### src/pkg/scp_pkg.sv
// constants, types and config carriers for the security coprocessor pin logic
// assumes one 100 MHz system clock; all pins arrive asynchronous to it
package scp_pkg;

  // ************************************************************
  // timing
  // ************************************************************
  localparam int CLK_MHZ = 100; // system clock rate
  localparam int WD_TIMEOUT_US = 1000; // host-alive window, plain default
  localparam int WD_TIMEOUT_CYC_DEF = WD_TIMEOUT_US * CLK_MHZ; // window in cycles
  localparam int WD_CNT_W = 24; // watchdog counter width
  localparam int SPI_MAX_KHZ = 10000; // fastest serial clock supported

  // ************************************************************
  // widths and layouts
  // ************************************************************
  localparam int BYTE_W = 8; // spi word
  localparam int BIT_CNT_W = 3; // bit index in a byte
  localparam logic [BIT_CNT_W-1:0] LAST_BIT = 3'h7; // eighth sampling edge
  localparam logic [BIT_CNT_W-1:0] BIT_ONE = 3'h1; // bit counter step
  localparam int FIFO_DEPTH = 16; // command bytes buffered
  localparam logic [BYTE_W-1:0] IDLE_TX_BYTE = 8'h00; // sent when no response
  localparam int KEY_W = 8; // zeroizable key groups
  localparam int DUR_W = 16; // event drive length, in cycles
  localparam logic [DUR_W-1:0] DUR_ONE = 16'h0001; // duration step

  // pin sync vector layout
  localparam int PIN_W = 6;
  localparam int PIN_PD = 0;
  localparam int PIN_INTR = 1;
  localparam int PIN_WDI = 2;
  localparam int PIN_SCK = 3;
  localparam int PIN_SS = 4;
  localparam int PIN_MOSI = 5;
  localparam logic [PIN_W-1:0] SYNC_RST = 6'h12; // intrusion and select idle high

  // event source positions
  localparam int EVT_W = 6;
  localparam int EVT_BOOT = 0; // secure boot result
  localparam int EVT_CHAN = 1; // secure channel result
  localparam int EVT_INTR = 2; // intrusion detected
  localparam int EVT_CONS = 3; // consistency error
  localparam int EVT_POR = 4; // power-on reset
  localparam int EVT_WDOG = 5; // watchdog expiry

  // ************************************************************
  // types
  // ************************************************************
  typedef struct packed {
    logic en; // event pin function enabled
    logic pulse; // 1: timed pulse, 0: level until cleared
    logic level; // level driven while active
    logic [EVT_W-1:0] sel; // sources that trigger
    logic [DUR_W-1:0] dur; // pulse length in cycles
  } scp_evt_cfg_t;

  typedef struct packed {
    logic en; // intrusion detection enabled
    logic [KEY_W-1:0] keysel; // key groups erased on intrusion
  } scp_intr_cfg_t;

  typedef enum logic [2:0] {
    st_off,
    st_boot,
    st_idle,
    st_busy,
    st_resp
  } scp_state_t;

endpackage

### src/verilog/scp_fifo.sv
// synchronous fifo for received command bytes
// assumes one clock; clear empties and wipes every entry
`timescale 1ns/1ps
module scp_fifo #(
  parameter int W = 8,
  parameter int DEPTH = 16
) (
  input wire logic clk_i,
  input wire logic rst_i,
  input wire logic clr_i,
  input wire logic [W-1:0] in_data_i,
  input wire logic in_valid_i,
  output logic in_ready_o,
  output logic [W-1:0] out_data_o,
  output logic out_valid_o,
  input wire logic out_ready_i
);

  // ************************************************************
  // pointers
  // ************************************************************
  localparam int AW = $clog2(DEPTH);

  logic [W-1:0] mem_ff [DEPTH]; // storage
  logic [AW:0] wr_ff; // write pointer, extra wrap bit
  logic [AW:0] rd_ff; // read pointer, extra wrap bit
  wire full = (wr_ff[AW] != rd_ff[AW]) && (wr_ff[AW-1:0] == rd_ff[AW-1:0]);
  wire empty = (wr_ff == rd_ff);
  wire push = in_valid_i & ~full;
  wire pop = out_ready_i & ~empty;

  assign in_ready_o = ~full;
  assign out_valid_o = ~empty;
  assign out_data_o = mem_ff[rd_ff[AW-1:0]];

  // pointer advance; clear wins so wiped data is never read
  always_ff @(posedge clk_i) begin
    if (rst_i || clr_i) begin
      wr_ff <= '0;
      rd_ff <= '0;
    end else begin
      wr_ff <= (AW+1)'(wr_ff + {{AW{1'b0}}, push});
      rd_ff <= (AW+1)'(rd_ff + {{AW{1'b0}}, pop});
    end
  end

  // ************************************************************
  // entries
  // ************************************************************
  // each entry erased on clear, so no stale command survives
  for (genvar g = 0; g < DEPTH; g++) begin : g_ent
    always_ff @(posedge clk_i) begin
      if (rst_i || clr_i) begin
        mem_ff[g] <= '0;
      end else if (push && (wr_ff[AW-1:0] == AW'(g))) begin
        mem_ff[g] <= in_data_i;
      end
    end
  end

endmodule // scp_fifo

### src/verilog/scp_ctrl.sv
// pin control logic of the security coprocessor: power-down, intrusion,
// event pin, watchdog, ready, and spi byte transport into a command fifo
// assumes the command engine drains cmd_* and feeds resp_*; pins are async
`timescale 1ns/1ps
module scp_ctrl
  import scp_pkg::*;
#(
  parameter int unsigned WD_TIMEOUT_CYC = WD_TIMEOUT_CYC_DEF
) (
  input wire logic clk_i,
  input wire logic rst_i,
  input wire logic power_down_input_n_i,
  input wire logic intrusion_n_i,
  input wire logic host_alive_input_i,
  input wire logic serial_clock_pin_i,
  input wire logic slave_select_pin_n_i,
  input wire logic serial_data_in_pin_i,
  output logic serial_data_out_pin_o,
  output logic serial_data_out_oe_n_o,
  output logic ready_o,
  output logic event_pin_o,
  output logic event_oe_n_o,
  output logic intr_pullup_en_o,
  input wire logic boot_done_i,
  input wire logic proc_done_i,
  input wire logic cond_ok_i,
  input wire scp_intr_cfg_t intr_cfg_i,
  input wire scp_evt_cfg_t evt_cfg_i,
  input wire logic evt_clr_i,
  input wire logic [EVT_W-1:0] evt_src_i,
  input wire logic wd_en_i,
  output logic zeroize_o,
  output logic [KEY_W-1:0] key_zeroize_o,
  output logic intr_evt_o,
  output logic wd_expire_o,
  output logic [BYTE_W-1:0] cmd_data_o,
  output logic cmd_valid_o,
  input wire logic cmd_ready_i,
  input wire logic [BYTE_W-1:0] resp_data_i,
  input wire logic resp_valid_i,
  output logic resp_ready_o,
  output logic overrun_o,
  input wire logic overrun_clr_i
);

  // ************************************************************
  // pin synchronisers
  // ************************************************************
  logic [PIN_W-1:0] meta_ff; // first stage, read only by sync_ff
  logic [PIN_W-1:0] sync_ff; // second stage, safe to use
  logic [PIN_W-1:0] sync_d_ff; // delayed copy for edge detect
  wire [PIN_W-1:0] pins_raw = {serial_data_in_pin_i, slave_select_pin_n_i,
                               serial_clock_pin_i, host_alive_input_i,
                               intrusion_n_i, power_down_input_n_i};

  // two flops per pin, then one more for edges
  always_ff @(posedge clk_i) begin
    if (rst_i) begin
      meta_ff <= SYNC_RST;
      sync_ff <= SYNC_RST;
      sync_d_ff <= SYNC_RST;
    end else begin
      meta_ff <= pins_raw;
      sync_ff <= meta_ff;
      sync_d_ff <= sync_ff;
    end
  end

  wire pd_n_s = sync_ff[PIN_PD]; // high: awake
  wire intr_n_s = sync_ff[PIN_INTR];
  wire mosi_s = sync_ff[PIN_MOSI];
  wire ss_n_s = sync_ff[PIN_SS];
  wire sck_rise = sync_ff[PIN_SCK] & ~sync_d_ff[PIN_SCK];
  wire sck_fall = ~sync_ff[PIN_SCK] & sync_d_ff[PIN_SCK];
  wire ss_fall = ~sync_ff[PIN_SS] & sync_d_ff[PIN_SS];
  wire ss_rise = sync_ff[PIN_SS] & ~sync_d_ff[PIN_SS];
  wire wdi_toggle = sync_ff[PIN_WDI] ^ sync_d_ff[PIN_WDI];

  // ************************************************************
  // power and command state
  // ************************************************************
  scp_state_t state_ff; // power/command state
  scp_state_t nxt_state;
  logic got_byte_ff; // frame carried at least one byte
  logic fifo_in_ready; // command fifo has room
  logic zero_ff; // volatile wipe pulse

  wire spi_on = (state_ff == st_idle) || (state_ff == st_busy) || (state_ff == st_resp);
  wire frame_act = ~ss_n_s & spi_on;
  wire frame_end = ss_rise & spi_on;

  // next state; power-down overrides everything
  always_comb begin
    nxt_state = state_ff;
    unique case (state_ff)
      st_off: if (pd_n_s) nxt_state = st_boot;
      st_boot: if (boot_done_i) nxt_state = st_idle;
      st_idle: if (frame_end && got_byte_ff) nxt_state = st_busy;
      st_busy: if (proc_done_i) nxt_state = st_resp;
      st_resp: if (frame_end) nxt_state = st_idle;
    endcase
    if (!pd_n_s) begin
      nxt_state = st_off;
    end
  end

  // reset starts asleep, so boot is always run first
  always_ff @(posedge clk_i) begin
    if (rst_i) begin
      state_ff <= st_off;
      zero_ff <= 1'b0;
    end else begin
      state_ff <= nxt_state;
      zero_ff <= (nxt_state == st_off) && (state_ff != st_off);
    end
  end

  // a full fifo also means a new command cannot be taken
  assign ready_o = ((state_ff == st_idle) && fifo_in_ready) || (state_ff == st_resp);
  assign zeroize_o = zero_ff;
  wire fifo_clr = (state_ff == st_off) || (state_ff == st_boot);

  // ************************************************************
  // spi slave, mode 0 and mode 3
  // ************************************************************
  logic [BYTE_W-1:0] rx_ff; // incoming shift register
  logic [BYTE_W-1:0] tx_ff; // outgoing shift register
  logic [BIT_CNT_W-1:0] bitcnt_ff; // rising edges seen in byte
  logic armed_ff; // a rising edge seen this frame
  logic ovr_ff; // byte lost to full fifo

  wire [BYTE_W-1:0] nxt_rx = {rx_ff[BYTE_W-2:0], mosi_s};
  wire rx_push = frame_act & sck_rise & (bitcnt_ff == LAST_BIT);
  // mode 3 opens with a falling edge; armed_ff makes it harmless
  wire tx_load = frame_act & (ss_fall | (sck_fall & armed_ff & (bitcnt_ff == '0)));
  wire tx_shift = frame_act & sck_fall & armed_ff & (bitcnt_ff != '0);
  wire [BYTE_W-1:0] tx_byte = resp_valid_i ? resp_data_i : IDLE_TX_BYTE;

  // sample on rising serial clock
  always_ff @(posedge clk_i) begin
    if (rst_i || !frame_act) begin
      bitcnt_ff <= '0;
      armed_ff <= 1'b0;
      rx_ff <= '0;
    end else if (sck_rise) begin
      rx_ff <= nxt_rx;
      bitcnt_ff <= BIT_CNT_W'(bitcnt_ff + BIT_ONE);
      armed_ff <= 1'b1;
    end
  end

  // shift out on falling serial clock, reload at byte boundary
  always_ff @(posedge clk_i) begin
    if (rst_i || (state_ff == st_off)) begin
      tx_ff <= '0;
    end else if (tx_load) begin
      tx_ff <= tx_byte;
    end else if (tx_shift) begin
      tx_ff <= {tx_ff[BYTE_W-2:0], 1'b0};
    end
  end

  // frame byte flag and overrun; set wins over clear
  always_ff @(posedge clk_i) begin
    if (rst_i || (state_ff == st_off)) begin
      got_byte_ff <= 1'b0;
      ovr_ff <= 1'b0;
    end else begin
      got_byte_ff <= rx_push | (got_byte_ff & ~ss_fall);
      ovr_ff <= (rx_push & ~fifo_in_ready) | (ovr_ff & ~overrun_clr_i);
    end
  end

  assign serial_data_out_pin_o = tx_ff[BYTE_W-1];
  assign serial_data_out_oe_n_o = ~frame_act; // released outside a frame
  assign resp_ready_o = tx_load; // a valid response byte is taken here
  assign overrun_o = ovr_ff;

  scp_fifo #(
    .W(BYTE_W),
    .DEPTH(FIFO_DEPTH)
  ) scp_fifo_inst (
    .clk_i(clk_i),
    .rst_i(rst_i),
    .clr_i(fifo_clr),
    .in_data_i(nxt_rx),
    .in_valid_i(rx_push),
    .in_ready_o(fifo_in_ready),
    .out_data_o(cmd_data_o),
    .out_valid_o(cmd_valid_o),
    .out_ready_i(cmd_ready_i)
  );

  // ************************************************************
  // intrusion
  // ************************************************************
  logic intr_act_d_ff; // previous qualified intrusion level
  logic intr_evt_ff; // one-cycle intrusion event
  logic [KEY_W-1:0] key_zero_ff; // key groups to erase

  // only counts while awake and operating conditions hold
  wire intr_act = ~intr_n_s & intr_cfg_i.en & pd_n_s & cond_ok_i
                  & (state_ff != st_off);
  wire intr_new = intr_act & ~intr_act_d_ff;

  // event on the start of each qualified low period
  always_ff @(posedge clk_i) begin
    if (rst_i) begin
      intr_act_d_ff <= 1'b0;
      intr_evt_ff <= 1'b0;
      key_zero_ff <= '0;
    end else begin
      intr_act_d_ff <= intr_act;
      intr_evt_ff <= intr_new;
      key_zero_ff <= intr_new ? intr_cfg_i.keysel : '0;
    end
  end

  assign intr_pullup_en_o = 1'b1;
  assign intr_evt_o = intr_evt_ff;
  assign key_zeroize_o = key_zero_ff;

  // ************************************************************
  // watchdog
  // ************************************************************
  localparam logic [WD_CNT_W-1:0] WD_LAST = WD_CNT_W'(WD_TIMEOUT_CYC - 1);
  logic [WD_CNT_W-1:0] wd_cnt_ff; // cycles since last host toggle
  logic wd_exp_ff; // expiry pulse
  wire wd_run = wd_en_i & (state_ff != st_off);
  wire wd_hit = wd_run & ~wdi_toggle & (wd_cnt_ff == WD_LAST);

  // restart on each toggle, restart after expiry too
  always_ff @(posedge clk_i) begin
    if (rst_i || !wd_run || wdi_toggle || wd_hit) begin
      wd_cnt_ff <= '0;
    end else begin
      wd_cnt_ff <= WD_CNT_W'(wd_cnt_ff + 1'b1);
    end
  end

  always_ff @(posedge clk_i) begin
    if (rst_i) begin
      wd_exp_ff <= 1'b0;
    end else begin
      wd_exp_ff <= wd_hit;
    end
  end

  assign wd_expire_o = wd_exp_ff;

  // ************************************************************
  // event pin
  // ************************************************************
  logic por_pend_ff; // high for one cycle after reset
  logic [EVT_W-1:0] evt_int; // internally raised sources
  logic drive_ff; // pin actively driven
  logic pol_ff; // level being driven
  logic [DUR_W-1:0] evt_cnt_ff; // remaining drive cycles

  always_ff @(posedge clk_i) begin
    if (rst_i) begin
      por_pend_ff <= 1'b1;
    end else begin
      por_pend_ff <= 1'b0;
    end
  end

  // gather internal sources into their slots
  always_comb begin
    evt_int = '0;
    evt_int[EVT_INTR] = intr_evt_ff;
    evt_int[EVT_POR] = por_pend_ff;
    evt_int[EVT_WDOG] = wd_exp_ff;
  end

  wire evt_hit = |((evt_src_i | evt_int) & evt_cfg_i.sel);
  wire evt_trig = evt_cfg_i.en & evt_hit;
  wire evt_last = (evt_cnt_ff <= DUR_ONE);

  // retrigger restarts the drive; a zero duration still gives one cycle
  always_ff @(posedge clk_i) begin
    if (rst_i || !evt_cfg_i.en) begin
      drive_ff <= 1'b0;
      pol_ff <= 1'b1;
      evt_cnt_ff <= '0;
    end else if (evt_trig) begin
      drive_ff <= 1'b1;
      pol_ff <= evt_cfg_i.level;
      evt_cnt_ff <= evt_cfg_i.dur;
    end else if (drive_ff && evt_cfg_i.pulse) begin
      drive_ff <= ~evt_last;
      evt_cnt_ff <= evt_last ? '0 : DUR_W'(evt_cnt_ff - DUR_ONE);
    end else if (drive_ff && evt_clr_i) begin
      drive_ff <= 1'b0;
    end
  end

  assign event_pin_o = pol_ff;
  assign event_oe_n_o = ~drive_ff;

  // ************************************************************
  // checks
  // ************************************************************
  logic [DUR_W-1:0] drv_len_ff; // cycles driven since trigger
  always_ff @(posedge clk_i) begin
    if (rst_i) begin
      drv_len_ff <= '0;
    end else if (evt_trig) begin
      drv_len_ff <= '0;
    end else if (drive_ff) begin
      drv_len_ff <= DUR_W'(drv_len_ff + DUR_ONE);
    end
  end
endmodule // scp_ctrl

### config.mk
export PLATFORM = sky130hd
export DESIGN_NAME = scp_ctrl
export DESIGN_NICKNAME = d
export VERILOG_FILES = /design/src/pkg/scp_pkg.sv /design/src/verilog/scp_fifo.sv /design/src/verilog/scp_ctrl.sv
export SDC_FILE = /design/constraint.sdc
export NUM_CORES = 1
export LEC_CHECK = 0
export BUFFER_PORTS_ARGS = -buffer_cell sky130_fd_sc_hd__buf_2
export CAP_MARGIN = 20
export CORE_MARGIN = 2
export CORE_UTILIZATION = 60
export DETAILED_ROUTE_END_ITERATION = 16
export GPL_TIMING_DRIVEN = 0
export PLACE_DENSITY = 0.8
export SLEW_MARGIN = 0
export SYNTH_ARGS = -nofsm -noshare
export SYNTH_HDL_FRONTEND = slang
export SYNTH_SLANG_ARGS = --single-unit
### constraint.sdc
create_clock -name clk_i -period 2.95 [get_ports clk_i]
set_input_delay 0.7375 -clock clk_i [delete_from_list [all_inputs] [get_ports clk_i]]
set_output_delay 0.7375 -clock clk_i [all_outputs]
set_load 0.01 [all_outputs]
Word-level counts from Yosys, hierarchy flattened
Memory sizes are Yosys's and may differ from the RTL's. A register that Yosys moved wholly into a read port is not among the register bits.
Index checks and enable logic that the tools add are counted.
Operators by class
  shift operators: 0
  multiply operators: 0
  equal/unequal tests: 24
  order comparisons: 1
  reduce and logical (&&, ||, !) cells: 47
  $add $sub $neg: 5
  divide/modulo/power cells: 0
  multiplexer cells: 83
  bitwise operators: 65
Operator list (number)
  $mux W8: 19
  $mux W1: 54
  $mux W16: 3
  $eq A4 B4 Y1 const B: 8
  $and A1 B1 Y1: 28
  $add A24 B1 Y24 const B: 1
  $eq A24 B17 Y1 const B: 1
  $logic_and A1 B1 Y1: 22
  $or A1 B1 Y1: 19
  $eq A4 B3 Y1 const B: 4
  $le A16 B1 Y1 const B: 1
  $sub A16 B1 Y16 const B: 1
  $mux W3: 5
  $not A1 Y1: 15
  $pmux W3 S5: 1
  $logic_or A1 B1 Y1: 11
  $add A5 B1 Y5: 2
  $logic_not A3 Y1: 3
  $reduce_bool A3 Y1: 3
  $eq A4 B2 Y1 const B: 2
  $and A6 B6 Y6: 1
  $eq A3 B2 Y1 const B: 2
  $eq A3 B3 Y1 const B: 2
  $or A6 B6 Y6: 1
  other kinds (13): 16
Word-level totals
  memory bits (read-only): 0
  bits in writable memories: 128
  memories kept: 1
  register bits after elaboration: 106
  input port bits: 64
  latch bits: 0
  output and inout port bits: 28
Memory list
  scp_fifo_inst.mem_ff: depth 16, bits a word 8, rd ports 1, clocked after memory_dff 1, write ports 16, line scp_fifo.sv:24  | logic [W-1:0] mem_ff [DEPTH];

Logic depth before layout (Yosys ltp)
Gate-level depths: netlist (run 1).
  depth in word-level cells: 12
  gate-level depth with buffers: 11

Modules after synthesis
Synthesis (run 1) repeated with hierarchy kept, for this count alone.
Second synthesis, totals
  cells, all modules: 966
  area total of the unflattened synthesis: 10736.5 µm²
Modules (own cells, without submodules)
  scp_fifo: instances 1, seq. area each 4043.9 µm², cells each 504, area each 6692.7 µm²
  scp_ctrl: instances 1, seq. area each 1881.8 µm², cells each 462, area each 4043.9 µm²

Least setup slack after synthesis (run 1)
OpenSTA, ideal clock, no wires.
  path kind: register -> output
  start point: reg scp_fifo_inst.rd_ff[0] (netlist name)
  end point: out cmd_data_o[0]
  setup slack: 0.504 ns
  required time: 2.213 ns
  stages on the path, launching flop included: 5
  path buffers: 2
  arrival time: 1.708 ns
  cells stage by stage: dfxtp_1 buf_2 buf_4 mux4_2 mux4_2
RTL lines
  end: declaration: line scp_ctrl.sv:36  | output logic [BYTE_W-1:0] cmd_data_o,

==> impl_metrics.py, run 1 <==
metrics = {
    "outcome": {
        "status": "finished with violations",
        "violations": "setup timing",
    },
    "die": {
        "dieArea_um2": 18700,
        "io_pins": 92,
        "start_util": 0.613,
        "rows": 48,
        "core_area_um2": 17300,
        "fp.dieW_um": 137,
        "die_h_um": 137,
    },
    "global_route": {
        "grt_pass1_vias": 7317,
        "overflow": 0,
        "grt_pass1_wl_um": 38700,
        "grt-busiest-layer": "met2",
        "track_usage": 0.274,
        "grtUsageMet3": 0.0504,
        "met1_usage": 0.354,
        "grt_max_degree": 15,
        "antenna_found_initial": 1,
        "use_met2": 0.466,
    },
    "yosys": {
        "synth_area_um2": 10600,
        "synth_xor_area_frac": 0.0289,
        "synth_edf_count": 128,
        "syn-num-nets": 992,
        "synth-simple-area-share": 0.211,
        "synth.avg_cell_area_um2": 11.5,
        "synthFlopType": "edfxtp_1",
        "seq_area_frac_synth": 0.559,
        "synth_compound_area_frac": 0.0622,
        "synth.area.mux_share": 0.0870,
        "yosys.cell_types.count": 70,
        "synthAdderAreaFrac": 0.0118,
        "async_flop_share": 0,
        "synthCells": 918,
        "yosys_warnings": 0,
        "ys_ff_latch": 232,
        "synth_top_family_by_area": "simple AND/OR/NAND/NOR gates",
    },
    "detailed_routing": {
        "firstDrtPassIters": 5,
        "post_drt_wl_per_cell_um": 19.4,
        "via_per_inst": 5.94,
        "drc_errors": 0,
        "drt_iter0_markers": 662,
        "ant_nets": 0,
        "via_count": 7659,
        "wl_um": 25000,
    },
    "power": {
        "power_density_nw_per_um2": 528,
        "vdd_drop_max_v": 0.000395,
        "total_power_mw": 6.54,
        "total_leakage_power_nw": 4.71,
    },
    "worst_hold_path": {
        "min_path_type": "reg2reg",
    },
    "worst_setup_path": {
        "critPathCaptureType": "output port",
        "cp.arrival_ps": 2370,
        "start_kind": "register",
        "critPathRequiredTime_ps": 2210,
        "cp_max_fo": 6,
        "crit_type": "reg2out",
    },
    "clock_tree": {
        "clk_pin_slew_ps": 60,
        "htree_levels": 1,
        "cts_root_buffer": "clkbuf_16",
        "cts_hold_buf": 0,
        "clkLatencyLatePin_ps": 520,
        "cts_buffers": 24,
        "max-clock-path-buffers": 3,
        "clock-sinks": 232,
        "cts_tree": "done",
    },
    "layout": {
        "diodes": 0,
        "fin_area_um2": 12400,
        "fin_util": 0.716,
        "drive_above_1_share": 0.244,
        "nets": 1122,
        "fillers": 1160,
        "finalNonFillerCells": 1289,
        "multiInputGateArea_um2": 4290,
        "register_area_um2": 5930,
        "syn2layout_area_growth_pct": 16.9,
    },
    "placed_design": {
        "gp_congestion": 0.852,
        "placed_cell_area_um2": 11400,
        "place_inst": 1243,
        "numPortBuffers": 89,
        "place_hpwl_um": 16600,
    },
    "sta": {
        "fin_crit_ps": 3110,
        "slew_viol_final": 0,
        "finalSetupViolCount": 8,
        "max_slew_margin": 0.319,
        "final.period_utilization": 1.05,
        "fmax_ghz": 0.322,
        "rsz0062_at_grt": "true",
        "finalHoldViolCount": 0,
        "tightest_slew_ps": 1010,
        "setup_ws_ps": -156,
        "skew_ps": 13.4,
    },
    "flow_run": {
        "drv_cap": 0,
    },
}
-- cells in the final DEF, fill, tap and decap left out, types with 5 or more instances in the layout --
cell	instances
a21oi_1	21
a22oi_1	7
a311oi_1	8
a31oi_1	6
and2_1	21
and3_1	6
buf_1	10
buf_12	5
buf_2	96
buf_4	11
buf_6	19
clkbuf_1	17
clkbuf_16	26
clkbuf_8	5
clkinv_2	5
dfxtp_1	103
edfxtp_1	128
ha_1	10
inv_1	16
mux4_2	40
nand2_1	74
nand2b_1	19
nand3_1	25
nand4_1	12
nor2_1	189
nor2_4	9
nor2b_1	17
nor3_1	11
nor4_1	6
o211ai_1	8
o21ai_0	12
o31ai_1	8
or2_2	7
xnor2_1	15
xor2_1	20
-- power by group --
group,leakage (nW),total (mW),switching [mW],internal [mW]
Sequential,2.42,3.42,0.0223,3.40
Clock,0.377,2.91,1.21,1.70
Combinational,1.91,0.207,0.112,0.0947
-- worst max-delay path, cell delays in order (launching register included) --
cell     delay [ps]
dfxtp_2         350
buf_12          160
buf_12          140
mux4_2          570
mux4_2          500
buf_6           140
-- layout make-up --
class / instances / share of cell area
clock inverters: 10 / 0.00606
clock buffers: 32 / 0.0550
plain buffers: 57 / 0.0342
flip-flops and latches: 232 / 0.478
multi-input cells: 612 / 0.346
repair buffers: 104 / 0.0516
inverters: 17 / 0.00576
well taps: 225 / 0.0227
-- routing by layer --
layer	wire length (um)	part of all wire
met1	9860	0.39
met2	12400	0.50
met5	18	0.00072
met4	794	0.032
met3	1940	0.078
-- cells by family (layout without fill, tap and decap cells) --
family	after synthesis	count (layout)
flip-flops	232	232
adder cells (fa/ha/maj)	10	10
other	1	1
XOR/XNOR	35	35
buffers and inverters	74	220
multiplexers	42	42
AND/OR/NAND/NOR	430	430
AO/OA/AOI/OAI	94	94
-- registers in the layout, indices dropped and copies added, names as in the netlist, 5 cells and up --
register / cells
scp_fifo_inst.mem_ff: 128
wd_cnt_ff: 24
evt_cnt_ff: 16
key_zeroize_o: 8
tx_ff: 8
rx_ff: 7
meta_ff: 6
sync_ff: 6
scp_fifo_inst.rd_ff: 5
scp_fifo_inst.wr_ff: 5
-- timing repair --
item / CTS / global route
resized for setup: 26 / 7
pin swaps: 0 / 3
setup endpoints to repair: 8 / 9
cloned: 1 / 1
setup buffers: 1 / 0
-- metrics by stage --
step	setup slack (ps)	hold slack [ps]	TNS, ps
after detailed placement	-32.1	396	-125
after global placement	-181	392	-5090
after floorplan	504	389	0
after global routing	-198	404	-1470
after CTS	-146	400	-1100
final	-156	408	-1140
-- cells in the mapped netlist, types with 9 or more instances --
| cell type | count | area [um^2] |
|---|---|---|
| nor2_1 | 189 | 709 |
| edfxtp_1 | 128 | 3840 |
| dfxtp_1 | 104 | 2080 |
| nand2_1 | 74 | 278 |
| mux4_2 | 40 | 901 |
| nand3_1 | 25 | 125 |
| a21oi_1 | 21 | 105 |
| and2_1 | 21 | 131 |
| xor2_1 | 20 | 175 |
| nand2b_1 | 19 | 119 |
| nor2b_1 | 17 | 106 |
| inv_1 | 16 | 60.1 |
| clkbuf_1 | 15 | 56.3 |
| xnor2_1 | 15 | 131 |
| buf_2 | 13 | 65.1 |
| nand4_1 | 12 | 75.1 |
| o21ai_0 | 12 | 60.1 |
| o31ai_1 | 12 | 90.1 |
| buf_1 | 11 | 41.3 |
| nor3_1 | 11 | 55.1 |
| buf_6 | 10 | 113 |
| ha_1 | 10 | 125 |
| nor2_4 | 9 | 101 |
-- worst paths after layout --
check | startpoint | to | slack [ps] | depth (start not counted)
worst max register to register | state_ff[1] | scp_fifo_inst.mem_ff[6][0] | 140 | 8
worst min-delay path | meta_ff[4] | sync_ff[4] | 410 | 1
worst min register to register | meta_ff[4] | sync_ff[4] | 410 | 1
worst max-delay path | scp_fifo_inst.rd_ff[0] | cmd_data_o[0] | -160 | 5
No activity file was read; power rests on OpenSTA's default activity.
==> run 2, diff against run 1 <==
--- a/config.mk
+++ b/config.mk
@@ -5,13 +5,12 @@
 export SDC_FILE = /design/constraint.sdc
 export NUM_CORES = 1
 export LEC_CHECK = 0
-export BUFFER_PORTS_ARGS = -buffer_cell sky130_fd_sc_hd__buf_2
+export BUFFER_PORTS_ARGS = -buffer_cell sky130_fd_sc_hd__buf_4
 export CAP_MARGIN = 20
 export CORE_MARGIN = 2
-export CORE_UTILIZATION = 60
+export CORE_UTILIZATION = 35
 export DETAILED_ROUTE_END_ITERATION = 16
 export GPL_TIMING_DRIVEN = 0
-export PLACE_DENSITY = 0.8
 export SLEW_MARGIN = 0
 export SYNTH_ARGS = -nofsm -noshare
 export SYNTH_HDL_FRONTEND = slang
==> impl_metrics.py, run 2 (synthesis results as in run 1) <==
metrics = {
    "layout": {
        "largest_register_ffs": 128,
        "diodes": 0,
        "drive_above_1_share": 0.251,
        "nets": 1125,
        "final_cell_mix": "nor2_1, edfxtp_1, dfxtp_1",
        "final_common_cell": "nor2_1",
        "top_register": "scp_fifo_inst.mem_ff",
        "top_regs": "scp_fifo_inst.mem_ff: 128 flops, wd_cnt_ff: 24 flops, evt_cnt_ff: 16 flops",
        "syn2layout_area_growth_pct": 21.7,
        "fin_area_um2": 12900,
    },
    "worst_setup_path": {
        "critical-path-slowest-cell": "mux4_2",
        "cp_top_family": "multiplexers",
        "critPathRequiredTime_ps": 2210,
        "cp.arrival_ps": 2380,
        "cp_cell_sequence": "buf_12 -> buf_12 -> mux4_2 -> mux4_2 -> buf_6",
        "rr_worst_depth": 10,
        "crit_type": "reg2out",
        "max_stage_delay_ps": 540,
        "cp_max_fo": 7,
        "critPathCaptureType": "output port",
        "cp_num_buf_inv": 3,
        "r2r_start": "scp_fifo_inst.rd_ff[0]",
        "reg2reg_slack_ps": 200,
        "r2r-end": "scp_fifo_inst.mem_ff[10][6]",
        "start_kind": "register",
    },
    "sta": {
        "tightest_slew_ps": 962,
        "fin_crit_ps": 3120,
        "timing.hold.ws_ps": 375,
        "finalSetupViolCount": 8,
        "skew_ps": 13.7,
        "fmax_ghz": 0.321,
        "fin_setup_tns_ps": -1200,
        "slew_viol_final": 0,
        "finalHoldViolCount": 0,
        "final.period_utilization": 1.06,
        "setup_ws_ps": -167,
        "rsz0062_at_grt": "true",
        "max_slew_margin": 0.355,
    },
    "placed_design": {
        "gp_congestion": 0.786,
        "numPortBuffers": 89,
        "place_ws_ps": -50.1,
        "placed_cell_area_um2": 11900,
        "place_hpwl_um": 17900,
    },
    "power": {
        "vdd_drop_max_v": 0.000358,
        "total_power_mw": 6.72,
        "total_leakage_power_nw": 4.80,
        "power_density_nw_per_um2": 521,
    },
    "global_route": {
        "grt_pass1_wl_um": 39800,
        "track_usage": 0.163,
        "overflow": 0,
        "antenna_found_initial": 0,
        "grt_max_degree": 13,
        "grt_pass1_vias": 7115,
    },
    "clock_tree": {
        "clkLatencyLatePin_ps": 520,
        "clock-sinks": 232,
        "max-clock-path-buffers": 3,
        "clk_pin_slew_ps": 60,
        "cts_root_buffer": "clkbuf_16",
        "cts_hold_buf": 0,
        "cts_tree": "done",
        "cts_buffers": 26,
        "htree_levels": 1,
    },
    "detailed_routing": {
        "drt_iter0_markers": 657,
        "wl_um": 25500,
        "firstDrtPassIters": 5,
        "ant_nets": 0,
        "via_per_inst": 5.01,
        "via_count": 7313,
        "post_drt_wl_per_cell_um": 17.5,
        "drc_errors": 0,
    },
    "worst_hold_path": {
        "worstHoldPathCells": 1,
        "holdCritStartpoint": "rst_i",
        "min_path_type": "in2reg",
        "hold_end": "por_pend_ff",
    },
    "die": {
        "rows": 63,
        "fp.dieW_um": 178,
        "io_pins": 92,
        "start_util": 0.357,
        "dieArea_um2": 31700,
        "core_area_um2": 29700,
        "die_h_um": 178,
    },
    "outcome": {
        "status": "finished with violations",
        "violations": "setup timing",
    },
    "flow_run": {
        "drv_cap": 0,
    },
}
-- run 2: changes by cell type in the layout (fill, tap and decap cells not counted), moves of 2 or more --
| cell | change |
|---|---|
| o31ai_2 | +4 |
| clkinv_2 | -2 |
| o31ai_1 | -4 |
| buf_4 | +83 |
| buf_2 | -81 |
| clkbuf_16 | +4 |
| clkbuf_1 | +3 |
-- run 2: routing by layer --
metal  track usage  share of wire
met1         0.223           0.44
met4        0.0393          0.019
met3        0.0264          0.061
met5             0              0
met2         0.270           0.48
-- run 2: report_power, final --
part           internal, mW  switching (mW)  total [mW]
Sequential             3.40          0.0221        3.42
Clock                  1.80            1.27        3.07
Combinational         0.118           0.112       0.230
Total                  5.31            1.40        6.72
-- run 2: timing repair --
action / 4_1_cts / 5_1_grt
setup endpoints to repair: 9 / 9
pin swaps: 1 / 3
buffers inserted: 2 / 1
cloned: 0 / 2
gates resized for setup: 31 / 6
-- run 2: metrics by stage --
step / instances / util
final: 1460 / 0.434
after global routing: 1460 / 0.434
after CTS: 1456 / 0.431
after detailed placement: 1407 / 0.399
after global placement: 1397 / 0.395
after floorplan: 918 / -
-- run 2: final cells by class --
| cell class | count | area (um^2) |
|---|---|---|
| fill | 2771 | 16800 |
| tap | 390 | 488 |
| buffer | 57 | 424 |
| sequential | 232 | 5930 |
| clock inverter | 9 | 43.8 |
| inverter | 17 | 71.3 |
| clock buffer | 38 | 768 |
| timing repair buffer | 105 | 847 |
| multi-input combinational | 612 | 4330 |
-- run 2: worst max-delay path by stage --
stage                                 from                          end  cells past startpoint
detailed placement  scp_fifo_inst.rd_ff[1]                cmd_data_o[4]                      5
finish              scp_fifo_inst.rd_ff[0]                cmd_data_o[0]                      5
global placement               state_ff[1]  scp_fifo_inst.mem_ff[12][6]                      5
global route        scp_fifo_inst.rd_ff[0]                cmd_data_o[0]                      5
floorplan           scp_fifo_inst.rd_ff[0]                cmd_data_o[0]                      4
CTS                 scp_fifo_inst.rd_ff[0]                cmd_data_o[3]                      5
-- run 2: worst register-to-register path, cell delays in order (launching register included) --
cell	delay (ps)
dfxtp_2	360
buf_12	150
buf_4	150
xor2_1	170
nor4_2	90
nand2_2	120
buf_4	140
nand2b_4	90
inv_8	150
nand2_1	180
o31ai_2	780
